File: src/design/vis_pkg.sv
// package: constants and carriers for the vectored interrupt sequencer
package vis_pkg;
  localparam int          VIS_PC_W        = 9;
  localparam int          VIS_SP_W        = 8;
  localparam int          VIS_NSRC        = 9;
  localparam int          VIS_GIE_BIT     = 7;
  localparam logic [7:0]  VIS_STATUS_RST  = 8'h00;
  localparam logic [7:0]  VIS_SP_RST      = 8'h9f;
  localparam logic [8:0]  VIS_RESET_VEC   = 9'h000;
  localparam int          VIS_CLK_MHZ     = 50;
  localparam int          VIS_ENTRY_NS    = 80;
  localparam int          VIS_RETURN_NS   = 80;
  localparam int          VIS_WAKE_NS     = 80;
  localparam int          VIS_ENTRY_CYC   =
    (VIS_ENTRY_NS * VIS_CLK_MHZ + 999) / 1000;
  localparam int          VIS_RETURN_CYC  =
    (VIS_RETURN_NS * VIS_CLK_MHZ) / 1000;
  localparam int          VIS_WAKE_CYC    =
    (VIS_WAKE_NS * VIS_CLK_MHZ + 999) / 1000;
  localparam int          VIS_SP_STEP     = 2;

  typedef enum logic [1:0] {
    VIS_CMD_NONE,
    VIS_CMD_SET_GIE,
    VIS_CMD_CLR_GIE,
    VIS_CMD_RETURN
  } vis_cmd_t;

  // one instruction boundary report from the pipeline
  typedef struct packed {
    logic      boundary;
    logic      multi_busy;
    vis_cmd_t  cmd;
    logic      status_we;
    logic [7:0] status_wdata;
    logic      sleeping;
  } vis_core_t;

  // stack access request toward the data memory
  typedef struct packed {
    logic       we;
    logic       re;
    logic [7:0] addr;
    logic [7:0] wdata;
  } vis_stack_t;
endpackage : vis_pkg

File: src/design/vis_prio.sv
// fixed priority picker: lowest index wins
`timescale 1ns/10ps
`default_nettype none
module vis_prio
  import vis_pkg::*;
#(
  parameter int N = VIS_NSRC
) (
  input  wire logic [N-1:0]         req,
  output logic                      any,
  output logic [$clog2(N+1)-1:0]    idx
);
  always_comb begin
    any = 1'b0;
    idx = '0;
    for (int i = N - 1; i >= 0; i--) begin
      if (req[i]) begin
        any = 1'b1;
        idx = ($clog2(N+1))'(i);
      end
    end
  end
endmodule : vis_prio
`default_nettype wire

File: src/design/vis_seq.sv
// interrupt arbitration, handler entry and return sequencing
`timescale 1ns/10ps
`default_nettype none
module vis_seq
  import vis_pkg::*;
#(
  parameter int                NSRC     = VIS_NSRC,
  parameter logic [NSRC-1:0]   LEVEL_SRC = '0
) (
  input  wire logic               core_clk,
  input  wire logic               arst_n,
  input  wire vis_core_t          core,
  input  wire logic [VIS_PC_W-1:0] pc_in,
  input  wire logic [NSRC-1:0]    src_event,
  input  wire logic [NSRC-1:0]    src_level,
  input  wire logic [NSRC-1:0]    src_enable,
  input  wire logic [NSRC-1:0]    flag_clear_wr,
  input  wire logic               sp_we,
  input  wire logic [VIS_SP_W-1:0] sp_wdata,
  input  wire logic [7:0]         stack_rdata,
  output logic [NSRC-1:0]         flag_out,
  output logic [7:0]              processor_status_register,
  output logic [VIS_SP_W-1:0]     sp_out,
  output vis_stack_t              stack_req,
  output logic                    core_stall,
  output logic                    pc_load,
  output logic [VIS_PC_W-1:0]     program_counter,
  output logic                    in_entry,
  output logic                    in_return
);
  localparam int IW = $clog2(NSRC + 1);
  localparam logic [2:0] ENTRY_LAST  = 3'(VIS_ENTRY_CYC - 1);
  localparam logic [2:0] RETURN_LAST = 3'(VIS_RETURN_CYC - 1);
  localparam logic [2:0] WAKE_LAST   = 3'(VIS_WAKE_CYC - 1);

  typedef enum logic [2:0] {
    VIS_RUN, VIS_WAKE, VIS_ENTRY, VIS_RETURN
  } vis_state_t;

  typedef struct packed {
    vis_state_t             st;
    logic [2:0]             cnt;
    logic [NSRC-1:0]        flag;
    logic [7:0]             status;
    logic [VIS_SP_W-1:0]    sp;
    logic [VIS_PC_W-1:0]    pc;
    logic [VIS_PC_W-1:0]    ret_pc;
    logic [IW-1:0]          vec;
    logic                   hold_one;
    logic                   load;
    vis_stack_t             stk;
    logic [NSRC-1:0]        ev_s1;
    logic [NSRC-1:0]        ev_s2;
    logic [NSRC-1:0]        ev_s3;
    logic [NSRC-1:0]        lv_s1;
    logic [NSRC-1:0]        lv_s2;
  } vis_regs_t;

  vis_regs_t s_reg;
  vis_regs_t s_next;

  function automatic logic [VIS_PC_W-1:0] vec_addr(input logic [IW-1:0] v);
    // index 0 is reset, sources start at word 1
    vec_addr = VIS_RESET_VEC + VIS_PC_W'(v) + VIS_PC_W'(1);
  endfunction : vec_addr

  logic [NSRC-1:0] pend;
  logic [NSRC-1:0] req;
  logic            req_any;
  logic [IW-1:0]   req_idx;
  logic [NSRC-1:0] ev_rise;
  logic            gie_now;

  always_comb begin
    ev_rise = s_reg.ev_s2 & ~s_reg.ev_s3;
    // edge sources from the flag, level sources from the synchronised pin (lv_s2)
    pend = (s_reg.flag & ~LEVEL_SRC) | (s_reg.lv_s2 & LEVEL_SRC);
    // a clear-enable in this cycle masks requests at once
    gie_now = s_reg.status[VIS_GIE_BIT] &&
              core.cmd != VIS_CMD_CLR_GIE;
    req = pend & src_enable & {NSRC{gie_now}};
  end

  vis_prio #(.N(NSRC)) u_prio (
    .req (req),
    .any (req_any),
    .idx (req_idx)
  );

  always_comb begin
    s_next = s_reg;
    s_next.ev_s1 = src_event;
    s_next.ev_s2 = s_reg.ev_s1;
    s_next.ev_s3 = s_reg.ev_s2;
    s_next.lv_s1 = src_level;
    s_next.lv_s2 = s_reg.lv_s1;
    s_next.load = 1'b0;
    s_next.stk = '0;
    s_next.flag = s_reg.flag & ~flag_clear_wr;
    if (sp_we) begin
      s_next.sp = sp_wdata;
    end
    if (core.status_we) begin
      // status register is written whole by software here; the GIE updates below override bit 7
      s_next.status = core.status_wdata;
    end
    unique case (s_reg.st)
      VIS_RUN: begin
        if (core.boundary) begin
          if (core.cmd == VIS_CMD_SET_GIE) begin
            s_next.status[VIS_GIE_BIT] = 1'b1;
            s_next.hold_one = 1'b1;
          end else if (core.cmd == VIS_CMD_CLR_GIE) begin
            s_next.status[VIS_GIE_BIT] = 1'b0;
            s_next.hold_one = 1'b0;
          end else if (core.cmd == VIS_CMD_RETURN) begin
            s_next.st = VIS_RETURN;
            s_next.cnt = '0;
            s_next.stk.re = 1'b1;
            s_next.stk.addr = 8'(s_reg.sp + 8'h01);
          end else if (s_reg.hold_one) begin
            s_next.hold_one = 1'b0;
          end else if (req_any && !core.multi_busy) begin
            s_next.vec = req_idx;
            s_next.ret_pc = pc_in;
            s_next.status[VIS_GIE_BIT] = 1'b0;
            s_next.cnt = '0;
            s_next.st = core.sleeping ? VIS_WAKE : VIS_ENTRY;
            if (!LEVEL_SRC[req_idx]) begin
              s_next.flag[req_idx] = 1'b0;
            end
          end
        end
      end
      VIS_WAKE: begin
        s_next.cnt = s_reg.cnt + 3'h1;
        if (s_reg.cnt == WAKE_LAST) begin
          s_next.cnt = '0;
          s_next.st = VIS_ENTRY;
        end
      end
      VIS_ENTRY: begin
        s_next.cnt = s_reg.cnt + 3'h1;
        if (s_reg.cnt == 3'h0) begin
          s_next.stk.we = 1'b1;
          s_next.stk.addr = s_reg.sp;
          s_next.stk.wdata = s_reg.ret_pc[7:0];
        end else if (s_reg.cnt == 3'h1) begin
          s_next.stk.we = 1'b1;
          s_next.stk.addr = 8'(s_reg.sp - 8'h01);
          s_next.stk.wdata = 8'(s_reg.ret_pc[VIS_PC_W-1:8]);
          s_next.sp = 8'(s_reg.sp - 8'(VIS_SP_STEP));
        end
        if (s_reg.cnt == ENTRY_LAST) begin
          s_next.pc = vec_addr(s_reg.vec);
          s_next.load = 1'b1;
          s_next.st = VIS_RUN;
        end
      end
      VIS_RETURN: begin
        s_next.cnt = s_reg.cnt + 3'h1;
        if (s_reg.cnt == 3'h0) begin
          s_next.stk.re = 1'b1;
          s_next.stk.addr = 8'(s_reg.sp + 8'h02);
          s_next.pc[VIS_PC_W-1:8] = stack_rdata[VIS_PC_W-9:0];
        end else if (s_reg.cnt == 3'h1) begin
          s_next.pc[7:0] = stack_rdata;
          s_next.sp = 8'(s_reg.sp + 8'(VIS_SP_STEP));
        end
        if (s_reg.cnt == RETURN_LAST) begin
          s_next.status[VIS_GIE_BIT] = 1'b1;
          s_next.hold_one = 1'b1;
          s_next.load = 1'b1;
          s_next.st = VIS_RUN;
        end
      end
    endcase
    // a new event beats a clear in the same cycle
    s_next.flag = s_next.flag | ev_rise;
  end

  always_ff @(posedge core_clk or negedge arst_n) begin
    if (!arst_n) begin
      s_reg <= '0;
      s_reg.st <= VIS_RUN;
      s_reg.status <= VIS_STATUS_RST;
      s_reg.sp <= VIS_SP_RST;
      s_reg.pc <= VIS_RESET_VEC;
    end else begin
      s_reg <= s_next;
    end
  end

  assign flag_out = s_reg.flag;
  assign processor_status_register = s_reg.status;
  assign sp_out = s_reg.sp;
  assign stack_req = s_reg.stk;
  assign core_stall = s_reg.st != VIS_RUN;
  assign pc_load = s_reg.load;
  assign program_counter = s_reg.pc;
  assign in_entry = s_reg.st == VIS_ENTRY;
  assign in_return = s_reg.st == VIS_RETURN;
endmodule : vis_seq
`default_nettype wire

File: config.mk
export PLATFORM = sky130hd
export DESIGN_NAME = vis_seq
export DESIGN_NICKNAME = d
export VERILOG_FILES = /design/src/design/vis_pkg.sv /design/src/design/vis_prio.sv /design/src/design/vis_seq.sv
export SDC_FILE = /design/constraint.sdc
export NUM_CORES = 1
export LEC_CHECK = 0
export BUFFER_PORTS_ARGS = -buffer_cell sky130_fd_sc_hd__buf_4
export CORE_ASPECT_RATIO = 1.2
export CORE_MARGIN = 4
export CORE_UTILIZATION = 50
export DETAILED_ROUTE_END_ITERATION = 8
export GPL_TIMING_DRIVEN = 0
export PLACE_DENSITY_LB_ADDON = 0.3
export SLEW_MARGIN = 30
export SYNTH_ARGS = -nofsm -noshare
export SYNTH_HDL_FRONTEND = slang
export SYNTH_SLANG_ARGS = --single-unit
File: constraint.sdc
create_clock -name core_clk -period 4.4 [get_ports core_clk]
set_input_delay 0.66 -clock core_clk [delete_from_list [all_inputs] [get_ports core_clk]]
set_output_delay 0.66 -clock core_clk [all_outputs]
set_load 0.03 [all_outputs]
Word-level counts from Yosys, hierarchy flattened:

Memories as Yosys holds them, arrays and structs flattened.
Index checks and enable logic that the tools add are counted.

* input port bits: 78
* bits in registers: 100
* word-level logic and storage cells: 151
* memory bits (read-only): 16
* memories: 1
* output and inout port bits: 56

Memories
* (no name shown): depth 16, bits a word 1, rd ports 1, clocked after memory_dff 0, wr ports 0, RTL line vis_seq.sv:129 `if (!LEVEL_SRC[req_idx]) begin`

* mux-type cells: 72
* equality and inequality tests: 22
* bitwise logic cells: 13
* add/subtract/negate cells: 6
* magnitude comparators: 2
* reduce and logical (&&, ||, !) cells: 16

Operators by type and width (count)
* two-way mux 16 bit: 5
* two-way mux 8 bit: 9
* two-way mux 9 bit: 8
* bitwise AND 9 bit: 5
* two-way mux 4 bit: 9
* one-hot mux 17 bit (2 select lines): 1
* two-way mux 15 bit: 2
* inverter 9 bit: 3
* two-way mux 13 bit: 2
* one-hot mux 8 bit (3 select lines): 1
* two-way mux 1 bit: 22
* one-hot mux 6 bit (3 select lines): 1
* two-way mux 14 bit: 1
* AND reduction 7 bit: 2
* two-way mux 6 bit: 2
* inequality test 2 bit, second input constant: 6
* two-way mux 10 bit: 1
* inequality test 2 x 1 -> 1 bit, second input constant: 5
* == test 3 x 2 -> 1 bit, second input constant: 3
* OR 9 bit: 1
* adder 8 x 1 -> 8 bit, second input constant: 1
* adder 8 x 2 -> 8 bit, second input constant: 1
* one-hot mux 1 bit (2 select lines): 4
* AND reduction 4 bit: 2
* 23 further kinds: 34

Longest topological paths before layout:

Gate-level depths: netlist of the first run.

* word-level depth: 27
* depth in mapped cells: 11
* depth with buffers taken out: 8

Hierarchy:

A second synthesis of the first run with hierarchy kept.

* cells, all modules: 510
* area, all modules: 5263.8 um^2

By module, submodules not included
* vis_seq: cells each 495, area an instance 5165.0 um^2, instances 1, seq. area each 2484.9 um^2
* vis_prio: cells each 15, area an instance 98.8 um^2, instances 1, seq. area each 0.0 um^2

Least setup slack after synthesis of the first run:

Ideal clock, no wire load.

* path kind: input -> register
* from: input port core[10] (netlist name)
* to: register s_reg[71] (netlist name)
* buffers on the path: 3
* data arrival time: 2380 ps
* library setup time: 125 ps
* stages on the path: 10
* required time: 4275 ps
* setup slack: 1895 ps
* cells stage by stage: inv_1 > ha_1 > nand2b_4 > buf_6 > a41oi_4 > o31ai_2 > or3_1 > buf_6 > buf_12 > mux2_4

* longest elaborated chain between the ends: 14
* elaborated cells between the ends (all ways): 20
* classes of those cells: 4 x eq/ne; 9 x mux; 4 x bitwise; 3 x reduce/logical

RTL lines
* start: declaration: RTL line vis_seq.sv:12 `input wire vis_core_t core,`
* inequality test 2 bit: RTL line vis_seq.sv:80 `core.cmd != VIS_CMD_CLR_GIE;`
* logical AND 1 bit: RTL line vis_seq.sv:79 `gie_now = s_reg.status[VIS_GIE_BIT] &&`
* bitwise AND 9 bit: RTL line vis_seq.sv:81 `req = pend & src_enable & {NSRC{gie_now}};`
* two-way mux 1 bit (9 in a row): RTL line vis_prio.sv:17 `if (req[i]) begin`
* logical AND 1 bit: RTL line vis_seq.sv:123 `end else if (req_any && !core.multi_busy) begin`
* AND reduction 7 bit (no source line) (*)
* end signal: assignment: RTL line vis_seq.sv:190 `s_reg <= s_next;`
* end: declaration: RTL line vis_seq.sv:59 `vis_regs_t s_reg;`

Every way passes the cells marked *; elsewhere a longest branch is shown, timed or not.
A chain may end at the register's enable or synchronous reset.

==> results of run 1 <==
power breakdown:
group          leakage [nW]  switching [mW]  internal, mW  total, mW
sequential             1.23           0.161          1.15       1.31
clock                 0.147           0.391         0.401      0.791
combinational          1.90            1.23         0.849       2.08
total                  3.28            1.78          2.40       4.18
routing by layer:
metal | global-route usage [%] | up-vias | part of all wire [%]
li1 | - | 2092 | -
met1 | 28.6 | 2055 | 42
met2 | 37.7 | 137 | 51
met3 | 3.05 | 15 | 5.7
met4 | 8.53 | 0 | 1.4
met5 | 0 | - | 0
metrics by stage:
stage               instance area [sq um]  total power, mW
detailed placement                   6440             3.40
finish                               6730             4.18
global placement                     6430             3.36
CTS                                  6730             4.19
floorplan                            5350             2.76
global route                         6730             4.47
cells by family after synthesis:
| family | count (synthesis) |
|---|---|
| AND/OR/NAND/NOR | 149 |
| AO/OA/AOI/OAI | 130 |
| buffers and inverters | 105 |
| flip-flops | 99 |
| multiplexers | 25 |
| adder cells (fa/ha/maj) | 21 |
| XOR/XNOR | 11 |
worst min-delay path by stage:
stage | depth (start not counted) | end | from | slack (ns)
5_1_grt | 0 | s_next[21] | s_next[30] | 0.36
6_report | 0 | s_next[22] | s_next[31] | 0.35
3_5_place_dp | 0 | s_next[21] | s_next[30] | 0.33
2_1_floorplan | 0 | s_next[18] | s_next[27] | 0.33
4_1_cts | 0 | s_next[21] | s_next[30] | 0.35
3_3_place_gp | 0 | s_next[21] | s_next[30] | 0.33
cell usage in the layout (no fill, tap or decap), drive strengths merged, types with 4 or more instances in the layout:
cell type | Yosys | routed
a21oi | 34 | 34
a221oi | 6 | 6
a22oi | 8 | 8
a31oi | 6 | 6
and2 | 10 | 10
and3 | 6 | 6
buf | 58 | 180
clkbuf | 16 | 26
dfrtp | 93 | 93
dfstp | 6 | 6
ha | 21 | 21
inv | 31 | 35
mux2 | 18 | 18
mux2i | 7 | 7
nand2 | 52 | 52
nand2b | 11 | 11
nand3 | 10 | 10
nor2 | 25 | 25
nor2b | 7 | 7
nor3 | 8 | 8
nor4 | 4 | 4
o21ai | 40 | 40
o22ai | 8 | 8
o31ai | 5 | 5
xnor2 | 7 | 7
xor2 | 4 | 4
cell type report:
| class | count | share of cell area [%] |
|---|---|---|
| timing repair buffer | 123 | 13.8 |
| sequential | 99 | 36.9 |
| clock inverter | 7 | 1.04 |
| buffer | 74 | 7.49 |
| inverter | 31 | 1.73 |
| multi-input combinational | 336 | 33.3 |
| clock buffer | 9 | 3.34 |
| tap | 129 | 2.40 |
==> impl_metrics.yaml, run 1 <==
run_status:
  outcome: "completed"
setup_path:
  timing.critical_path.slowest_stage_cell: "nor4_1"
  cp_cell_sequence: "clkbuf_1 > inv_1 > ha_1 > nand4bb_2 > nor4_1 > nand3b_1 > nand2b_1 > o21ai_0 > o21ai_0"
  criticalPathCategory: "flop to flop"
  crit-reg2reg-capture: "flag_out[6]"
  critical_path.reg2reg.startpoint: "s_reg[116]"
  cpMostUsedCell: "o21ai_0"
  reg2reg_slack_ns: 1.58
  cp_top_family: "simple AND/OR/NAND/NOR gates"
  crit_path_start: "s_reg[116]"
  crit_path_max_fanout: 10
  critPathCapture: "flag_out[6]"
  cp.arrival_ns: 3.05
  timing.critical_path.to_type: "flop"
  worst_endpoint_required_time_ns: 4.63
  cp.buffers_inverters: 2
  slowest_delay_ns: 0.46
  worstRegToRegCells: 9
  crit_cells: 9
  timing.critical_path.from_type: "flop"
synth:
  number_of_enable_type_register_cells_in_the_synthesized_netlist: 0
  yosys.area_share.xor_xnor_pct: 1.80
  synth.area.top_cells: "dfrtp_1 (44%), buf_4 (7.3%), ha_1 (4.9%), o21ai_0 (3.7%), nand2_1 (3.6%)"
  largest_family_of_logic_cells_by_synthesized_area: "compound AO/OA/AOI/OAI gates"
  post-synth-top-area-cell: "dfrtp_1"
  synth_cell_types: 59
  synth.yosys.seq_area_share_pct: 46.5
  avgSynthCellArea_sq_um: 9.90
  post_synth_and_or_nand_nor_area_fraction_pct: 14.1
  post_synth_arst_share_pct: 100
  yosys.cell_count.top_type: "dfrtp_1"
  synthesis.nets: 639
  ys.flop_type: "dfrtp_1"
  ys_ff_latch: 99
  synth_compound_area_share_pct: 15.6
  netlist_top_cells_count: "dfrtp_1 (93), buf_4 (52), nand2_1 (52)"
  synthCells: 540
  fraction_of_synthesized_area_in_multiplexers_pct: 5.52
  top_area_cell_type_share_of_the_netlist_area_pct: 43.5
  yosys_warnings: 0
  post_synth_instance_area_sq_um: 5350
  yosys.area_share.adder_pct: 4.91
clocking:
  ctsRootBufferMaster: "clkbuf_16"
  cts_sinks: 99
  tritoncts: "built"
  numCtsBuffers: 9
  clk_pin_slew_worst_paths_ns: 0.07
  cts.repair.resized: 0
  cts_htree_levels: 3
  clkLatencyLatePin_ns: 0.35
  post_cts.repair.setup_buffers: 0
  holdBufCountCts: 0
  clockBufferDepth: 2
final_layout:
  post-route-util_pct: 64.3
  multi_input_comb_area_sq_um: 2240
  final-instance-count-excl-fill: 808
  max_ffs_per_register: 28
  synthToLayoutAreaGrowth_pct: 25.9
  area.sequential_sq_um: 2480
  layout-drive-gt1-share_pct: 33.9
  diodes: 0
  finalNetCount: 773
  n_fill_cell: 900
power:
  power.static_leakage_nw: 3.28
  power.density_cell_area_nw_per_um2: 621
  peak_supply_drop_mv: 0.257
floorplanning:
  fp.coreArea_sq_um: 10500
  start_util_pct: 51.1
  num_rows: 41
  floorplan.die.height_microns: 121
  die-width_microns: 102
  die_area_sq_um: 12400
  boundaryPins: 134
timing:
  finalSetupTns_ns: 0
  hold_slack_ns: 0.351
  fin_crit_ns: 2.82
  rsz0062_at_grt: "false"
  tightestPinTransition_ns: 0.769
  final_critical_path_setup_slack_ns: 1.58
  maxClockFrequency_mhz: 355
  fin_crit_sh_pct: 64.1
  report.final.setup_viol: 0
  timing_max_transition_violations_final: 0
  relSlewSlack_pct: 48.7
  final-hold-violation-count: 0
  post_route_skew_ns: 0.00496
global_routing:
  globalRouteOverflowTotal: 0
  grt_use_total_pct: 22.2
  maximum_number_of_pins_on_one_net_before_global_route_repair: 100
  grt_pass1_vias: 4460
  grt_pass1_wl_microns: 21600
  antenna_found_initial: 0
detailed_routing:
  route.detailed.drc: 0
  firstDrtPassIters: 4
  num_vias: 4299
  totalWireLength_microns: 13000
  vias_per_cell: 5.32
  ant_nets: 0
  post_drt_wl_per_cell_microns: 16.1
  first_iter_violations: 190
place:
  total_of_buffers_placed_on_input_and_output_ports: 123
  hpwlAfterDp_microns: 9850
  routabilityCongestion: 0.911
  dp.cells: 792
  place_ws_ns: 1.47
min_path:
  hold_class: "flop to flop"
flow_run:
  max-cap-violations: 0
No activity file was read; power rests on OpenSTA's default activity.
==> run 2: changes to the inputs <==
Clock period 4.4 ns to 2.8 ns, I/O delays scaled along.
==> impl_metrics.yaml, run 2 (same netlist as run 1, synthesis figures left out) <==
clocking:
  cts_htree_levels: 3
  clockBufferDepth: 2
  post_cts.repair.setup_buffers: 0
  ctsRootBufferMaster: "clkbuf_16"
  numCtsBuffers: 9
  tritoncts: "built"
  clkLatencyLatePin_ns: 0.35
  cts_sinks: 99
  clk_pin_slew_worst_paths_ns: 0.07
floorplanning:
  floorplan.die.height_microns: 121
  num_rows: 41
  boundaryPins: 134
  fp.coreArea_sq_um: 10500
  start_util_pct: 51.1
  die_area_sq_um: 12400
  die-width_microns: 102
place:
  total_of_buffers_placed_on_input_and_output_ports: 123
  routabilityCongestion: 0.911
  hpwlAfterDp_microns: 9850
  postPlaceCellArea_sq_um: 6440
final_layout:
  post-route-util_pct: 64.5
  synthToLayoutAreaGrowth_pct: 26.1
  final_design_area_no_fill_sq_um: 6750
  diodes: 0
  max_ffs_per_register: 28
  finalNetCount: 773
  layout_common_cells: "buf_4 (174), dfrtp_1 (93), nand2_1 (52)"
  layout-drive-gt1-share_pct: 34.6
  layout_commonest_cell: "buf_4"
  n_fill_cell: 899
detailed_routing:
  totalWireLength_microns: 13100
  route.detailed.drc: 0
  num_vias: 4288
  vias_per_cell: 5.31
  ant_nets: 0
  first_iter_violations: 207
  post_drt_wl_per_cell_microns: 16.2
  firstDrtPassIters: 4
run_status:
  outcome: "completed"
timing:
  relSlewSlack_pct: 48.8
  tightestPinTransition_ns: 0.768
  fin_crit_ns: 2.57
  maxClockFrequency_mhz: 389
  hold_slack_ns: 0.144
  post_route_skew_ns: 0.00494
  report.final.setup_viol: 0
  fin_crit_sh_pct: 91.7
  timing_max_transition_violations_final: 0
  rsz0062_at_grt: "false"
  finalSetupTns_ns: 0
  final-hold-violation-count: 0
min_path:
  hold_class: "input pin to async pin"
setup_path:
  cp_top_family: "compound AO/OA/AOI/OAI gates"
  criticalPathCategory: "flop to flop"
  worst_endpoint_required_time_ns: 3.07
  timing.critical_path.from_type: "flop"
  cp.arrival_ns: 2.84
  slowest_delay_ns: 0.45
  cp_cell_sequence: "clkbuf_1 > inv_2 > ha_1 > or3b_2 > clkbuf_1 > o31a_1 > o21ai_0 > a21oi_1 > a221oi_1 > a21oi_1"
  timing.critical_path.slowest_stage_cell: "or3b_2"
  cp.buffers_inverters: 3
  timing.critical_path.to_type: "flop"
  crit_path_max_fanout: 9
global_routing:
  grt_use_total_pct: 22.2
  globalRouteOverflowTotal: 0
  antenna_found_initial: 0
  maximum_number_of_pins_on_one_net_before_global_route_repair: 100
  grt_pass1_wl_microns: 21600
  grt_pass1_vias: 4460
power:
  power.static_leakage_nw: 3.28
  power.density_cell_area_nw_per_um2: 976
  peak_supply_drop_mv: 0.404
flow_run:
  max-cap-violations: 0
-- run 2: final cells by class --
| type | instances | area [sq um] | area share, % |
|---|---|---|---|
| Sequential cell | 99 | 2480 | 36.8 |
| Multi-Input combinational cell | 336 | 2250 | 33.4 |
| Timing Repair Buffer | 123 | 930 | 13.8 |
| Buffer | 74 | 504 | 7.48 |
| Clock buffer | 9 | 225 | 3.34 |
| Tap cell | 129 | 161 | 2.39 |
| Inverter | 31 | 116 | 1.73 |
| Clock inverter | 7 | 70.1 | 1.04 |
-- run 2: per-layer routing --
layer,global-route usage [%],part of all wire [%]
met5,0,0
met4,8.53,1.9
met3,3.05,5.3
met2,37.7,51
met1,28.6,42
-- run 2: path summary, 6_finish.rpt --
check / cells after the start / from / slack (ns) / end
max: 10 / sp_out[1] / 0.23 / sp_out[7]
min: 1 / arst_n / 0.14 / s_reg[76]
max reg2reg: 10 / sp_out[1] / 0.23 / sp_out[7]
min reg2reg: 0 / s_next[31] / 0.35 / s_next[22]
max in group asynchronous: 1 / arst_n / 2.14 / s_reg[113]
min in group core_clk: 1 / src_event[6] / 0.17 / s_next[33]
-- run 2: report_power, final --
part / switching, mW / internal, mW / total [mW]
registers: 0.255 / 1.80 / 2.06
logic: 1.95 / 1.34 / 3.29
clock network: 0.609 / 0.630 / 1.24
total: 2.81 / 3.77 / 6.58
-- run 2: per-stage QoR --
| step | power [mW] | setup WS (ns) | std cells |
|---|---|---|---|
| floorplan | 4.33 | 0.492 | 540 |
| finish | 6.58 | 0.231 | 808 |
| global placement | 5.28 | 0.127 | 792 |
| detailed placement | 5.34 | 0.0827 | 792 |
| CTS | 6.59 | 0.0105 | 808 |
| global route | 7.03 | 0.00656 | 808 |
-- run 2: worst reg2reg max path, stage by stage, from the launching register on --
cell and delay [ns]:
dfstp_2 0.40, clkbuf_1 0.21, inv_2 0.18, ha_1 0.22
or3b_2 0.45, clkbuf_1 0.16, o31a_1 0.25, o21ai_0 0.17
a21oi_1 0.11, a221oi_1 0.25, a21oi_1 0.07
-- run 2: timing repair --
item | CTS | global route
setup endpoints to repair | 0 | 5
hold buffers | 0 | 0
resized for setup | 0 | 5
==> run 3: changes to the inputs <==
Settings changed: BUFFER_PORTS_ARGS -buffer_cell sky130_fd_sc_hd__buf_4 to -buffer_cell sky130_fd_sc_hd__buf_2.
==> impl_metrics.yaml, run 3 (same netlist as run 1, synthesis figures left out) <==
setup_path:
  worst_endpoint_required_time_ns: 3.02
  reg2reg_slack_ns: 0.29
  criticalPathCategory: "flop to flop"
  cp_cell_sequence: "clkbuf_2 > inv_1 > ha_1 > nand4bb_2 > or3_1 > buf_6 > nor3_1 > o32ai_1"
  timing.critical_path.to_type: "flop"
  slowest_delay_ns: 0.40
  timing.critical_path.from_type: "flop"
  crit_path_max_fanout: 10
  timing.critical_path.slowest_stage_cell: "dfrtp_1"
  cp.arrival_ns: 2.73
run_status:
  outcome: "completed"
power:
  power.density_cell_area_nw_per_um2: 991
  power.static_leakage_nw: 3.23
  peak_supply_drop_mv: 0.454
  design_power_total_mw: 6.43
place:
  postPlaceCellArea_sq_um: 6160
  total_of_buffers_placed_on_input_and_output_ports: 123
  hpwlAfterDp_microns: 9650
  place_ws_ns: 0.0884
  dp.cells: 793
  routabilityCongestion: 0.870
final_layout:
  diodes: 0
  layout_common_cells: "buf_2 (122), dfrtp_1 (93), nand2_1 (52), buf_4 (52), o21ai_0 (40)"
  synthToLayoutAreaGrowth_pct: 21.4
  post-route-util_pct: 62.0
  max_ffs_per_register: 28
  finalNetCount: 775
  final-instance-count-excl-fill: 810
  layout-drive-gt1-share_pct: 35.1
  final_design_area_no_fill_sq_um: 6490
  layout_commonest_cell: "buf_2"
global_routing:
  antenna_found_initial: 0
  grt_pass1_vias: 4256
  grt_use_total_pct: 20.9
  globalRouteOverflowTotal: 0
  grt_pass1_wl_microns: 20400
  maximum_number_of_pins_on_one_net_before_global_route_repair: 62
detailed_routing:
  totalWireLength_microns: 12600
  vias_per_cell: 5.39
  firstDrtPassIters: 5
  route.detailed.drc: 0
  ant_nets: 0
  first_iter_violations: 251
  post_drt_wl_per_cell_microns: 15.6
  num_vias: 4364
min_path:
  hold_class: "input pin to flop"
clocking:
  cts_sinks: 99
  numCtsBuffers: 9
  clkLatencyLatePin_ns: 0.35
  post_cts.repair.setup_buffers: 0
  clockBufferDepth: 2
  ctsRootBufferMaster: "clkbuf_16"
  clk_pin_slew_worst_paths_ns: 0.08
  cts_htree_levels: 3
  tritoncts: "built"
timing:
  hold_slack_ns: 0.169
  maxClockFrequency_mhz: 399
  final-hold-violation-count: 0
  fin_crit_sh_pct: 89.6
  timing_max_transition_violations_final: 0
  relSlewSlack_pct: 61.5
  fin_crit_ns: 2.51
  report.final.setup_viol: 0
  final_critical_path_setup_slack_ns: 0.292
  tightestPinTransition_ns: 0.578
  finalSetupTns_ns: 0
  rsz0062_at_grt: "false"
  post_route_skew_ns: 0.0106
floorplanning:
  floorplan.die.height_microns: 121
  die-width_microns: 102
  start_util_pct: 51.1
  num_rows: 41
  die_area_sq_um: 12400
  boundaryPins: 134
  fp.coreArea_sq_um: 10500
flow_run:
  max-cap-violations: 0
-- run 3: layout make-up --
type,instances,area (sq um)
clock inverters,7,78.8
repair buffers,125,659
inverters,31,116
well taps,129,161
clock buffers,9,225
fillers,931,3970
multi-input cells,336,2260
flip-flops and latches,99,2480
plain buffers,74,508
-- run 3: final timing paths --
path | cells after the start | to | start
min reg2reg | 0 | s_next[22] | s_next[31]
max in group asynchronous | 3 | s_reg[116] | arst_n
min | 1 | s_next[32] | src_event[5]
max | 8 | flag_out[8] | s_reg[116]
max reg2reg | 8 | flag_out[8] | s_reg[116]
min in group asynchronous | 2 | stack_req[7] | arst_n
-- run 3: repair_timing --
item,in CTS,in global routing
endpoints found under the setup margin,0,5
gates resized for setup,0,11
hold buffers,1,0
hold endpoints to repair,28,0
-- run 3: power breakdown --
| part | internal [mW] | leakage, nW | switching, mW |
|---|---|---|---|
| clock network | 0.636 | 0.148 | 0.605 |
| logic | 1.20 | 1.85 | 1.94 |
| registers | 1.80 | 1.23 | 0.249 |
-- run 3: critical path: cells and delay by family (launching register included) --
kind,cells,cell delay [ns]
AND/OR/NAND/NOR,3,0.91
flip-flops,1,0.40
AO/OA/AOI/OAI,1,0.13
adder cells (fa/ha/maj),1,0.34
buffers and inverters,3,0.60
-- run 3: per-layer routing --
layer  routed length [microns]  up-vias  GRT usage, %
li1                          -     2097             -
met1                      5330     2088          27.5
met2                      6320      159          34.3
met3                       748       20          3.34
met4                       229        0          8.29
met5                         0        -             0
